<file path="src/rtl/eip_pkg.sv">
package eip_pkg;

    // Bus geometry
    localparam int          ADDR_W        = 12;
    localparam int          IDX_W         = 10;
    localparam int          DATA_W        = 32;
    localparam int          REG_W         = 8;
    localparam int          NUM_SRC       = 7;
    localparam int          SRC_ID_W      = 3;

    // Register indices (byte address is four times the index)
    localparam logic [9:0]  IDX_PENDING   = 10'h091;
    localparam logic [9:0]  IDX_CONTROL   = 10'h0d8;
    localparam logic [9:0]  IDX_ENABLE    = 10'h0e8;
    localparam logic [9:0]  IDX_PRIORITY  = 10'h0f8;
    localparam logic [9:0]  IDX_AUX_PEND  = 10'h0a0;
    localparam logic [9:0]  IDX_IRQ_STAT  = 10'h0b0;
    localparam logic [9:0]  IDX_IRQ_MASK  = 10'h0b4;

    // Source positions in enable, priority, status and mask layout
    localparam int          SRC_VOICE     = 6;
    localparam int          SRC_SPI       = 5;
    localparam int          SRC_SLEEP     = 4;
    localparam int          SRC_TIMER3    = 3;
    localparam int          SRC_CIPHER    = 2;
    localparam int          SRC_TIMER2    = 1;
    localparam int          SRC_RADIO     = 0;

    // Flag positions in the pending, control and auxiliary registers
    localparam int          PEND_TIMER3   = 7;
    localparam int          PEND_CIPHER   = 6;
    localparam int          PEND_TIMER2   = 5;
    localparam int          PEND_RADIO    = 4;
    localparam int          CTL_SLEEP     = 3;
    localparam int          AUX_VOICE     = 1;
    localparam int          AUX_SPI       = 0;

    // Implemented bits; all others read zero
    localparam logic [7:0]  ENABLE_MASK   = 8'h7f;
    localparam logic [7:0]  PRIORITY_MASK = 8'h7f;
    localparam logic [7:0]  PENDING_MASK  = 8'hf0;
    localparam logic [7:0]  CONTROL_MASK  = 8'h08;
    localparam logic [7:0]  AUX_MASK      = 8'h03;
    localparam logic [7:0]  IRQ_MASK_BITS = 8'h7f;

    // Reset values
    localparam logic [7:0]  ENABLE_RST    = 8'h00;
    localparam logic [7:0]  PRIORITY_RST  = 8'h00;
    localparam logic [7:0]  PENDING_RST   = 8'h00;
    localparam logic [7:0]  CONTROL_RST   = 8'h00;
    localparam logic [7:0]  AUX_RST       = 8'h00;
    localparam logic [7:0]  IRQ_STAT_RST  = 8'h00;
    localparam logic [7:0]  IRQ_MASK_RST  = 8'h00;

endpackage

</file>
<file path="src/rtl/eip_arbiter.sv">
`timescale 1ns/1ps
module eip_arbiter #(
    parameter int NUM_SRC  = eip_pkg::NUM_SRC,
    parameter int SRC_ID_W = eip_pkg::SRC_ID_W
) (
    // Per-source state
    input  wire logic [NUM_SRC-1:0]  pending,
    input  wire logic [NUM_SRC-1:0]  enable,
    input  wire logic [NUM_SRC-1:0]  priority_high,
    // Request towards the core
    output logic                     req,
    output logic                     req_high,
    output logic [SRC_ID_W-1:0]      req_src
);

    logic [NUM_SRC-1:0] active;
    logic [NUM_SRC-1:0] active_high;

    // Lowest set bit wins inside one priority level
    function automatic logic [SRC_ID_W-1:0] pick_lowest(input logic [NUM_SRC-1:0] vec);
        logic [SRC_ID_W-1:0] id;
        id = '0;
        for (int i = NUM_SRC - 1; i >= 0; i--) begin
            if (vec[i]) begin
                id = SRC_ID_W'(i);
            end
        end
        return id;
    endfunction

    always_comb begin
        active      = pending & enable;
        active_high = active & priority_high;
        req         = |active;
        req_high    = |active_high;
        if (req_high) begin
            req_src = pick_lowest(active_high);
        end else begin
            req_src = pick_lowest(active);
        end
    end

endmodule

</file>
<file path="src/rtl/eip_ctrl.sv">
// How it works
// - The enable register holds one read-write enable bit per source, voice at bit 6 down to radio at bit 0, all reset to zero.
// - The priority register at index 0xf8 holds one read-write priority bit per source in the enable order, bit 7 reserved, reset zero.
// - A source with priority bit one is arbitrated as high level, with zero as low level.
// - The pending register at index 0x91 has a flag set to one whenever the matching source event occurs.
// - Pending bits 7 to 4 flag timer3, cipher, timer2 and radio, bits 3 to 0 read zero, reset zero.
// - The sleep timer pending flag is read-write bit 3 of the control register at index 0xd8, other bits read zero.
// - The enable register sits at index 0xe8 and its bit 7 is reserved and reads zero.
`timescale 1ns/1ps
module eip_ctrl #(
    parameter int NUM_SRC  = eip_pkg::NUM_SRC,
    parameter int SRC_ID_W = eip_pkg::SRC_ID_W
) (
    // Clock and reset
    input  wire logic                        pclk,
    input  wire logic                        presetn,
    // APB slave
    input  wire logic                        psel,
    input  wire logic                        penable,
    input  wire logic                        pwrite,
    input  wire logic [eip_pkg::ADDR_W-1:0]  paddr,
    input  wire logic [eip_pkg::DATA_W-1:0]  pwdata,
    output logic      [eip_pkg::DATA_W-1:0]  prdata,
    output logic                             pready,
    output logic                             pslverr,
    // Source events, one-cycle pulses in enable layout
    input  wire logic [NUM_SRC-1:0]          src_event,
    // Request towards the core
    output logic                             core_irq_req,
    output logic                             core_irq_high,
    output logic      [SRC_ID_W-1:0]         core_irq_src,
    // Interrupt line
    output logic                             irq
);

    typedef struct packed {
        logic [7:0]                 enable;
        logic [7:0]                 prio;
        logic [7:0]                 pending;
        logic [7:0]                 control;
        logic [7:0]                 aux;
        logic [7:0]                 irq_stat;
        logic [7:0]                 irq_mask;
        logic [eip_pkg::DATA_W-1:0] rdata;
        logic                       ready;
        logic                       slverr;
        logic                       req;
        logic                       req_high;
        logic [SRC_ID_W-1:0]        req_src;
        logic                       irq;
    } eip_state_type;

    eip_state_type state_ff;
    eip_state_type nxt_state;

    logic [NUM_SRC-1:0]          pend_vec;
    logic                        arb_req;
    logic                        arb_high;
    logic [SRC_ID_W-1:0]         arb_src;
    logic [eip_pkg::IDX_W-1:0]   idx;
    logic                        setup;
    logic                        wr;

    function automatic logic [eip_pkg::IDX_W-1:0] reg_index(
        input logic [eip_pkg::ADDR_W-1:0] addr);
        return addr[eip_pkg::ADDR_W-1:2];
    endfunction

    function automatic logic is_mapped(input logic [eip_pkg::IDX_W-1:0] i);
        logic hit;
        hit = 1'b0;
        case (i)
            eip_pkg::IDX_PENDING,
            eip_pkg::IDX_CONTROL,
            eip_pkg::IDX_ENABLE,
            eip_pkg::IDX_PRIORITY,
            eip_pkg::IDX_AUX_PEND,
            eip_pkg::IDX_IRQ_STAT,
            eip_pkg::IDX_IRQ_MASK: begin
                hit = 1'b1;
            end
            default: begin
                hit = 1'b0;
            end
        endcase
        return hit;
    endfunction

    // Gather the pending flags into enable layout
    function automatic logic [NUM_SRC-1:0] gather_pending(
        input logic [7:0] pend,
        input logic [7:0] ctl,
        input logic [7:0] aux);
        logic [NUM_SRC-1:0] v;
        v                     = '0;
        v[eip_pkg::SRC_VOICE]  = aux[eip_pkg::AUX_VOICE];
        v[eip_pkg::SRC_SPI]    = aux[eip_pkg::AUX_SPI];
        v[eip_pkg::SRC_SLEEP]  = ctl[eip_pkg::CTL_SLEEP];
        v[eip_pkg::SRC_TIMER3] = pend[eip_pkg::PEND_TIMER3];
        v[eip_pkg::SRC_CIPHER] = pend[eip_pkg::PEND_CIPHER];
        v[eip_pkg::SRC_TIMER2] = pend[eip_pkg::PEND_TIMER2];
        v[eip_pkg::SRC_RADIO]  = pend[eip_pkg::PEND_RADIO];
        return v;
    endfunction

    assign pend_vec = gather_pending(state_ff.pending, state_ff.control, state_ff.aux);
    assign idx      = reg_index(paddr);
    assign setup    = psel & ~penable;
    assign wr       = psel & penable & pwrite & state_ff.ready;

    eip_arbiter #(
        .NUM_SRC  (NUM_SRC),
        .SRC_ID_W (SRC_ID_W)
    ) u_arbiter (
        .pending       (pend_vec),
        .enable        (state_ff.enable[NUM_SRC-1:0]),
        .priority_high (state_ff.prio[NUM_SRC-1:0]),
        .req           (arb_req),
        .req_high      (arb_high),
        .req_src       (arb_src)
    );

    always_comb begin
        nxt_state = state_ff;

        // No wait state; ready and read data are flopped in the setup cycle
        nxt_state.ready = setup;
        if (setup) begin
            nxt_state.slverr = ~is_mapped(idx);
            nxt_state.rdata  = '0;
            case (idx)
                eip_pkg::IDX_PENDING: begin
                    nxt_state.rdata[7:0] = state_ff.pending & eip_pkg::PENDING_MASK;
                end
                eip_pkg::IDX_CONTROL: begin
                    nxt_state.rdata[7:0] = state_ff.control & eip_pkg::CONTROL_MASK;
                end
                eip_pkg::IDX_ENABLE: begin
                    nxt_state.rdata[7:0] = state_ff.enable & eip_pkg::ENABLE_MASK;
                end
                eip_pkg::IDX_PRIORITY: begin
                    nxt_state.rdata[7:0] = state_ff.prio & eip_pkg::PRIORITY_MASK;
                end
                eip_pkg::IDX_AUX_PEND: begin
                    nxt_state.rdata[7:0] = state_ff.aux & eip_pkg::AUX_MASK;
                end
                eip_pkg::IDX_IRQ_STAT: begin
                    nxt_state.rdata[7:0] = state_ff.irq_stat & eip_pkg::IRQ_MASK_BITS;
                end
                eip_pkg::IDX_IRQ_MASK: begin
                    nxt_state.rdata[7:0] = state_ff.irq_mask & eip_pkg::IRQ_MASK_BITS;
                end
                default: begin
                    nxt_state.rdata = '0;
                end
            endcase
        end else if (state_ff.ready) begin
            nxt_state.slverr = 1'b0;
        end

        if (wr && idx == eip_pkg::IDX_ENABLE) begin
            nxt_state.enable = pwdata[7:0] & eip_pkg::ENABLE_MASK;
        end
        if (wr && idx == eip_pkg::IDX_PRIORITY) begin
            nxt_state.prio = pwdata[7:0] & eip_pkg::PRIORITY_MASK;
        end
        if (wr && idx == eip_pkg::IDX_IRQ_MASK) begin
            nxt_state.irq_mask = pwdata[7:0] & eip_pkg::IRQ_MASK_BITS;
        end

        if (wr && idx == eip_pkg::IDX_PENDING) begin
            nxt_state.pending = pwdata[7:0] & eip_pkg::PENDING_MASK;
        end
        if (wr && idx == eip_pkg::IDX_CONTROL) begin
            nxt_state.control = pwdata[7:0] & eip_pkg::CONTROL_MASK;
        end
        if (wr && idx == eip_pkg::IDX_AUX_PEND) begin
            nxt_state.aux = pwdata[7:0] & eip_pkg::AUX_MASK;
        end

        // events set flags, winning over a clearing write
        if (src_event[eip_pkg::SRC_TIMER3]) begin
            nxt_state.pending[eip_pkg::PEND_TIMER3] = 1'b1;
        end
        if (src_event[eip_pkg::SRC_CIPHER]) begin
            nxt_state.pending[eip_pkg::PEND_CIPHER] = 1'b1;
        end
        if (src_event[eip_pkg::SRC_TIMER2]) begin
            nxt_state.pending[eip_pkg::PEND_TIMER2] = 1'b1;
        end
        if (src_event[eip_pkg::SRC_RADIO]) begin
            nxt_state.pending[eip_pkg::PEND_RADIO] = 1'b1;
        end
        if (src_event[eip_pkg::SRC_SLEEP]) begin
            nxt_state.control[eip_pkg::CTL_SLEEP] = 1'b1;
        end
        if (src_event[eip_pkg::SRC_VOICE]) begin
            nxt_state.aux[eip_pkg::AUX_VOICE] = 1'b1;
        end
        if (src_event[eip_pkg::SRC_SPI]) begin
            nxt_state.aux[eip_pkg::AUX_SPI] = 1'b1;
        end

        // Sticky status, write one to clear, event wins
        if (wr && idx == eip_pkg::IDX_IRQ_STAT) begin
            nxt_state.irq_stat = state_ff.irq_stat & ~(pwdata[7:0] & eip_pkg::IRQ_MASK_BITS);
        end
        nxt_state.irq_stat[NUM_SRC-1:0] = nxt_state.irq_stat[NUM_SRC-1:0] | src_event;

        nxt_state.irq = |(state_ff.irq_stat & state_ff.irq_mask);

        nxt_state.req      = arb_req;
        nxt_state.req_high = arb_high;
        nxt_state.req_src  = arb_src;
    end

    always_ff @(posedge pclk or negedge presetn) begin
        if (!presetn) begin
            state_ff.enable   <= eip_pkg::ENABLE_RST;
            state_ff.prio     <= eip_pkg::PRIORITY_RST;
            state_ff.pending  <= eip_pkg::PENDING_RST;
            state_ff.control  <= eip_pkg::CONTROL_RST;
            state_ff.aux      <= eip_pkg::AUX_RST;
            state_ff.irq_stat <= eip_pkg::IRQ_STAT_RST;
            state_ff.irq_mask <= eip_pkg::IRQ_MASK_RST;
            state_ff.rdata    <= '0;
            state_ff.ready    <= 1'b0;
            state_ff.slverr   <= 1'b0;
            state_ff.req      <= 1'b0;
            state_ff.req_high <= 1'b0;
            state_ff.req_src  <= '0;
            state_ff.irq      <= 1'b0;
        end else begin
            state_ff <= nxt_state;
        end
    end

    assign prdata        = state_ff.rdata;
    assign pready        = state_ff.ready;
    assign pslverr       = state_ff.slverr;
    assign core_irq_req  = state_ff.req;
    assign core_irq_high = state_ff.req_high;
    assign core_irq_src  = state_ff.req_src;
    assign irq           = state_ff.irq;

endmodule

</file>
<file path="config.mk">
export PLATFORM = sky130hd
export DESIGN_NAME = eip_ctrl
export DESIGN_NICKNAME = d
export VERILOG_FILES = /design/src/rtl/eip_pkg.sv /design/src/rtl/eip_arbiter.sv /design/src/rtl/eip_ctrl.sv
export SDC_FILE = /design/constraint.sdc
export NUM_CORES = 1
export LEC_CHECK = 0
export BUFFER_PORTS_ARGS = -buffer_cell sky130_fd_sc_hd__buf_4
export CAP_MARGIN = 5
export CORE_ASPECT_RATIO = 1.2
export CORE_MARGIN = 4
export CORE_UTILIZATION = 55
export DETAILED_ROUTE_END_ITERATION = 8
export GPL_TIMING_DRIVEN = 1
export PLACE_DENSITY = 0.82
export SYNTH_ARGS = -nofsm -noshare
export SYNTH_HDL_FRONTEND = slang
export SYNTH_HIERARCHICAL = 1
export SYNTH_SLANG_ARGS = --single-unit
</file>
<file path="constraint.sdc">
create_clock -name pclk -period 5.2 [get_ports pclk]
set_clock_uncertainty 0.05 [all_clocks]
set_input_delay 0.78 -clock pclk [delete_from_list [all_inputs] [get_ports pclk]]
set_output_delay 0.78 -clock pclk [all_outputs]
set_load 0.01 [all_outputs]
</file>
==> Word level (Yosys, flattened, before mapping) <==
Index checks and enable logic that the tools add are counted.
{ "totals": {"inputBits": 56, "reg_bits": 52, "word_cells": 88, "out_inout_bits": 40} }
{ "classes": {"reduce_logical": 19, "mux": 31, "bitwise_logic": 12, "n_eq_ne": 7} }
{ "ops": {"columns": ["operator", "count"], "rows": [
  ["$eq A10 B8 Y1 const B", 7],
  ["$pmux W8 S7", 1],
  ["$mux W3", 15],
  ["$reduce_or A7 Y1", 3],
  ["$reduce_bool A2 Y1", 8],
  ["$and A7 B7 Y7", 2],
  ["$mux W1", 11],
  ["$and A8 B7 Y8", 1],
  ["$and A8 B8 Y8", 1],
  ["$mux W8", 1],
  ["$not A7 Y8", 1],
  ["$reduce_or A8 Y1", 1],
  ["$logic_and A1 B1 Y1", 7],
  ["$mux W7", 1],
  ["$or A7 B7 Y7", 1],
  ["$and A1 B1 Y1", 4],
  ["$mux W4", 1],
  ["$mux W2", 1],
  ["$not A1 Y1", 2]
]} }

==> Longest topological paths before layout <==
Gate-level depths: netlist of run 1.
{ "depth": {"ltp_word": 10, "depth_mapped": 6, "ltp_nobuf": 5} }

==> Cells and area by module <==
The synthesis of run 1 kept the hierarchy.
{ "modules_own_cells": {"columns": ["module", "cells_each", "area_each_um2", "n_inst", "seq_area_each_um2"], "rows": [
  ["eip_ctrl", 235, 2643.8, 1, 1276.2],
  ["eip_arbiter", 36, 241.5, 1, 0.0]
]} }

==> Least setup slack after synthesis of run 1 <==
No wires, ideal clock.
{ "synth_timing": {"path_kind": "in2reg", "start": "in paddr[2] (netlist name)", "end": "reg state_ff[40] (netlist name)", "required_ps": 5025, "cell_stages": 4, "path_buffers": 1, "arrival_ps": 2250, "path_slack_ps": 2775, "cell_sequence": "or4b_1 > buf_2 > nor4b_4 > mux2_2"} }
{ "synth_via": {"elab_chain_cells": 2} }
{ "synth_lines": {"columns": ["element", "line", "text"], "rows": [
  ["from (decl)", "eip_ctrl.sv:21", "input wire logic [eip_pkg::ADDR_W-1:0] paddr,"],
  ["$eq A10 B8 Y1", "eip_ctrl.sv:167", "if (wr && idx == eip_pkg::IDX_IRQ_MASK) begin"],
  ["$logic_and A1 B1 Y1", "eip_ctrl.sv:167", null],
  ["to (signal assigned)", "eip_ctrl.sv:234", "state_ff <= nxt_state;"],
  ["to (decl)", "eip_ctrl.sv:53", "eip_state_type state_ff;"]
]} }
Every way passes these cells.
A chain may end at the register's enable or synchronous reset.

==> Final worst setup path of run 1 <==
{ "layout_timing": {"start": "in paddr[2] (netlist name)", "end": "reg state_ff[46] (netlist name)"} }
The elaborated chain is that of the path after synthesis.

==> results of run 1 <==
-- area by class of cell --
class / instances / area (um^2) / area share
multi-input cells: 198 / 1390 / 0.433
flip-flops and latches: 51 / 1280 / 0.398
repair buffers: 45 / 338 / 0.105
clock buffers: 6 / 82.6 / 0.0257
well taps: 60 / 75.1 / 0.0234
clock inverters: 2 / 38.8 / 0.0121
inverters: 2 / 7.51 / 0.00234
-- flip-flops by register name (all words and copies together) (netlist names) --
name and count:
core_irq_high 1, core_irq_req 1, core_irq_src 3, irq 1, pend_vec 7, prdata 8, pready 1, pslverr 1
state_ff 28
-- stage by stage --
step | worst slack, ns | cells | power [mW] | instance area (um^2)
after floorplan | 2.78 | 294 | 0.449 | 2970
after global placement | 2.47 | 356 | 0.472 | 3090
after detailed placement | 2.43 | 356 | 0.473 | 3090
after CTS | 2.76 | 364 | 0.763 | 3210
after global routing | 2.71 | 364 | 0.790 | 3210
final | 2.77 | 364 | 0.759 | 3210
-- cell usage after synthesis, types with 3 or more instances --
cell type / number
nor4_1: 3
a22oi_1: 5
nand2_1: 23
mux2i_1: 11
nand3_1: 12
o22a_1: 3
nor2_1: 11
dfrtp_1: 51
clkbuf_1: 4
and3_1: 3
a221o_1: 4
nor3_1: 8
buf_4: 35
nand2b_1: 5
a21oi_1: 6
nand3b_1: 3
mux2_2: 24
or4_1: 5
buf_2: 4
nand4_1: 3
a21o_1: 7
-- power breakdown --
group,internal (mW),leakage [nW],switching (mW)
Combinational,0.0252,0.783,0.0406
Sequential,0.398,0.636,0.00131
Clock,0.158,0.0618,0.135
Total,0.582,1.48,0.177
-- kinds of logic (layout without fill, tap and decap cells) --
family	count (synthesis)	in the layout	synth area share
AO/OA/AOI/OAI	40	40	0.109
buffers and inverters	45	55	0.106
flip-flops	51	51	0.442
multiplexers	35	35	0.132
other	1	24	0.00130
AND/OR/NAND/NOR	99	99	0.209
-- path summary, 6_finish.rpt --
check / from / endpoint
worst min register to register: prdata[6] / prdata[6]
max in group asynchronous: presetn / state_ff[83]
min in group pclk: prdata[6] / prdata[6]
worst max register to register: pready / state_ff[91]
worst max-delay path: paddr[2] / state_ff[46]
worst min-delay path: presetn / core_irq_req
-- critical path: cells and delay by family --
kind | cells | cell delay (ns)
multiplexers | 1 | 0.40
buffers and inverters | 1 | 0.12
AND/OR/NAND/NOR | 2 | 1.28
-- routing by layer --
| metal | wire length [um] | track usage |
|---|---|---|
| met1 | 2530 | 0.275 |
| met2 | 3150 | 0.343 |
| met3 | 523 | 0.0439 |
| met4 | 218 | 0.0906 |
| met5 | 0 | 0 |
-- cell usage in the layout, fill, tap and decap left out, drive strengths merged, types with 6 or more instances in the layout --
cell type	Yosys	layout
a21o	7	7
a21oi	6	6
a22oi	6	6
buf	39	45
clkbuf	4	6
conb	1	24
dfrtp	51	51
mux2	24	24
mux2i	11	11
nand2	24	24
nand3	13	13
nor2	11	11
nor3	10	10
==> impl_metrics.toml, run 1 <==
[place]
gp_congestion = 0.876
hpwl_um = 4920
port_buffers = 45

[synthesis]
synthCells = 271
netlist_area_um2 = 2890
ys_seq_area_frac = 0.442
yosysWarningCount = 6
synth_top_area_cell = "dfrtp_1"
ys_seq_elements = 51
synth-edff-count = 0
ys_types = 53
async_reset_ff_frac = 1.00
synthFlopType = "dfrtp_1"
synth_area_per_cell_um2 = 10.6
synth_area_leaders = "dfrtp_1 44%, mux2_2 9.4%, buf_4 9.1%"
synth_top_area_share = 0.442

[worst_setup_path]
cpPeakStageDelay_ns = 0.70
path_cells = "buf_4, or4b_1, nor4b_4, mux2_2"
cp-end-kind = "register"
worstSetupPathType = "input pin to register"
r2r_cells = 3
crit_path_start_kind = "input pin"
arrival_ns = 2.58
cp_max_fo = 7
reg2reg_slack_ns = 3.14
required_ns = 5.35
cp_slowest_cell = "or4b_1"

[drt]
dr.pass1.iters = 5
vias = 2197
drcViolationCount = 0
avgRoutedWirePerCell_um = 17.6
vias_per_cell = 6.04
antenna_left = 0
drt_wl_total_um = 6410
drt_first_iter_violations = 206

[floorplanning]
fp.dieW_um = 74.1
dieHeight_um = 87.3
fp.dieArea_um2 = 6470
initial_core_util = 0.576
core_region_area_um2 = 5010
placementRows = 28
ios = 96

[grt]
grt_max_degree = 52
gr-total-overflow = 0
grt_antenna_before_repair = 0
first_global_vias = 2049
grt_pass1_wl_um = 10400
grt.total_usage = 0.213

[final_layout]
areaGrowthSynthToFinish_pct = 11.2
final.fill_count = 409
utilization = 0.640
fin_nets = 359
n_antenna_cell = 0
final_layout_size_suffix_gt1_frac = 0.289

[cts]
tritoncts = "done"
cts_max_path_buffers = 2
insertion_delay_ns = 0.31
cts_buffers = 5
clock-sinks = 51
cts_root_buffer = "clkbuf_8"
cts_resized = 0
cts_hold_buf = 0
post-cts-setup-buffer-count = 0
cts_htree_levels = 2
path_clk_slew_ns = 0.09

[flow_run]
drv_cap = 0

[pwr]
irDropWorstVdd_v = 0.000222
power_leakage_nw = 1.48
power_density_nw_per_um2 = 236

[sta]
tightest_slew_ns = 0.639
setup_tns_ns = 0
min_period_over_period = 0.467
slew_viol_final = 0
maxSlewHeadroom = 0.571
finalHoldViolCount = 0
rsz0062_at_grt = "false"
max_freq_ghz = 0.412
period_minus_slack_ns = 2.43
worst_hold_slack_ns = 0.415
setup_viol = 0

[outcome]
status = "finished clean"

[hold_path]
hold_class = "input pin to asynchronous set/reset pin"
Power figures use the tool's default switching activity.
==> inputs of run 2 (changes only) <==
--- a/config.mk
+++ b/config.mk
@@ -5,14 +5,15 @@
 export SDC_FILE = /design/constraint.sdc
 export NUM_CORES = 1
 export LEC_CHECK = 0
+export ABC_AREA = 1
 export BUFFER_PORTS_ARGS = -buffer_cell sky130_fd_sc_hd__buf_4
 export CAP_MARGIN = 5
 export CORE_ASPECT_RATIO = 1.2
 export CORE_MARGIN = 4
-export CORE_UTILIZATION = 55
+export CORE_UTILIZATION = 47
 export DETAILED_ROUTE_END_ITERATION = 8
 export GPL_TIMING_DRIVEN = 1
-export PLACE_DENSITY = 0.82
+export PLACE_DENSITY = 0.73
 export SYNTH_ARGS = -nofsm -noshare
 export SYNTH_HDL_FRONTEND = slang
 export SYNTH_HIERARCHICAL = 1
==> constraint.sdc (replaced) <==
create_clock -name pclk -period 2 [get_ports pclk]
set_clock_uncertainty 0.05 [all_clocks]
set_input_delay 0.3 -clock pclk [delete_from_list [all_inputs] [get_ports pclk]]
set_output_delay 0.3 -clock pclk [all_outputs]
set_load 0.01 [all_outputs]
==> run 2 against run 1 <==
  * First-iteration DRC count increased by 11%
  * Critical endpoint is now state_ff[40]
  * Global-route usage is 2.5 points lower
  * Critical path type is now register to register
  * Die area increased by 24%
  * Largest power group unchanged
  * Worst hold slack worse by 0.29 ns
==> impl_metrics.toml, run 2 <==
[outcome]
status = "finished clean"

[place]
gp_congestion = 0.903
place_ws_ns = 0.316
hpwl_um = 5600
port_buffers = 45

[worst_setup_path]
cp_slowest_cell = "dfrtp_1"
worstSetupPathType = "register to register"
path_cells = "nand4_2, inv_2, nand2_2, nand2_1, o21ai_2"
arrival_ns = 1.70
cp-end-kind = "register"
cpPeakStageDelay_ns = 0.39
cp_max_fo = 14
crit_path_start_kind = "register"
required_ns = 2.14

[final_layout]
largest_reg_flops = 28
final_layout_size_suffix_gt1_frac = 0.238
areaGrowthSynthToFinish_pct = 10.7
final_cell_mix = "104 x nand2_1, 51 x dfrtp_1, 47 x buf_4"
final_common_cell = "nand2_1"
utilization = 0.535
fin_nets = 480
n_antenna_cell = 0
top_register = "state_ff"

[synthesis]
ys_types = 30
ys_seq_area_frac = 0.409
synthCells = 389
synth-edff-count = 0
yosysWarningCount = 6
ys_seq_elements = 51
synth_top_area_cell = "dfrtp_1"
synth_top_area_share = 0.409
synth_area_leaders = "dfrtp_1 41%, nand2_1 13%, buf_4 8.4%"
synthTopCellsByCount = "104 x nand2_1, 51 x dfrtp_1, 40 x nand3_1"
synthFlopType = "dfrtp_1"
async_reset_ff_frac = 1.00
yosysMostFrequentCell = "nand2_1"
netlist_area_um2 = 3120
synth_area_per_cell_um2 = 8.02

[grt]
gr-total-overflow = 0
grt_antenna_before_repair = 0
grt_pass1_wl_um = 11600
first_global_vias = 2431
grt_max_degree = 52
grt.total_usage = 0.188

[sta]
finalHoldViolCount = 0
setup_tns_ns = 0
maxSlewHeadroom = 0.581
period_minus_slack_ns = 1.56
rsz0062_at_grt = "false"
setup_viol = 0
max_freq_ghz = 0.641
slew_viol_final = 0
tightest_slew_ns = 0.628
worst_hold_slack_ns = 0.128
setup_slack_ns = 0.441
min_period_over_period = 0.780

[pwr]
power_density_nw_per_um2 = 569
irDropWorstVdd_v = 0.000353
power_leakage_nw = 1.80

[floorplanning]
fp.dieW_um = 82.4
ios = 96
initial_core_util = 0.484
placementRows = 32
core_region_area_um2 = 6450
dieHeight_um = 97.2
fp.dieArea_um2 = 8010

[cts]
path_clk_slew_ns = 0.10
cts_buffers = 5
cts_max_path_buffers = 2
cts_root_buffer = "clkbuf_8"
tritoncts = "done"
insertion_delay_ns = 0.31
clock-sinks = 51
cts_htree_levels = 2

[drt]
drcViolationCount = 0
antenna_left = 0
dr.pass1.iters = 4
avgRoutedWirePerCell_um = 14.0
vias = 2590
drt_wl_total_um = 7150
drt_first_iter_violations = 229
vias_per_cell = 5.08

[hold_path]
hold_class = "input pin to register"

[flow_run]
drv_cap = 0
[run 2: cell count changes after synthesis, sizes merged, moves of 5 or more]
cell,before,now
nand3,13,49
a21o,7,0
mux2i,11,0
a22oi,6,0
nor2,11,24
nand2b,5,0
nand4,3,11
mux2,24,0
inv,2,38
nand2,24,117
and3,5,0
or4,5,0
o21ai,1,44
nor3,10,4
[run 2: metrics by stage]
step | std cells | total power [mW] | cell area [um^2]
final | 510 | 1.96 | 3450
after global routing | 510 | 2.04 | 3450
after detailed placement | 501 | 1.24 | 3320
after floorplan | 412 | 1.18 | 3200
after global placement | 501 | 1.24 | 3320
after CTS | 510 | 1.98 | 3450
[run 2: timing repair]
item,4_1_cts,5_1_grt
endpoints found under the hold margin,51,0
resized for setup,0,0
buffers inserted,0,0
hold buffers,1,0
setup endpoints to repair,0,0
[run 2: logic make-up after synthesis]
kind of cell	after synthesis	synth area share
buffers and inverters	81	0.154
and+or+nand+nor	206	0.343
DFF	51	0.409
other	1	0.00120
AOI/OAI and AO/OA	50	0.0919
[run 2: worst max-delay path: cells and delay by family (launching register included)]
kind                   cells  cell delay (ns)
AO/OA/AOI/OAI              1             0.07
AND/OR/NAND/NOR            3             0.68
buffers and inverters      1             0.25
flip-flops                 1             0.39
[run 2: routing by layer]
layer,part of all wire,wire [um],vias to the layer above,global-route usage
met4,0.023,167,0,0.0537
met3,0.066,475,16,0.0408
met2,0.49,3530,91,0.306
met5,0,0,-,0
met1,0.42,2980,1211,0.246
li1,-,-,1272,-
[run 2: cell type report]
| cell class | instances | area, um^2 |
|---|---|---|
| flip-flops and latches | 51 | 1280 |
| inverters | 38 | 143 |
| fillers | 632 | 3000 |
| multi-input cells | 280 | 1450 |
| repair buffers | 48 | 363 |
| clock buffers | 5 | 68.8 |
| well taps | 85 | 106 |
| clock inverters | 3 | 47.5 |
[run 2: final timing paths]
path,startpoint,endpoint,slack (ns),cells after the start
worst min register to register,prdata[0],prdata[0],0.44,2
max in group asynchronous,presetn,state_ff[40],0.99,2
min in group asynchronous,presetn,core_irq_req,0.49,2
worst max register to register,pready,state_ff[40],0.44,5
worst min-delay path,src_event[5],state_ff[53],0.13,3
worst max-delay path,pready,state_ff[40],0.44,5
[run 2: power by group]
| group | switching (mW) | total (mW) | internal (mW) |
|---|---|---|---|
| Combinational | 0.123 | 0.184 | 0.0603 |
| Sequential | 0.00300 | 1.04 | 1.03 |
| Clock | 0.363 | 0.743 | 0.380 |
| Total | 0.489 | 1.96 | 1.47 |
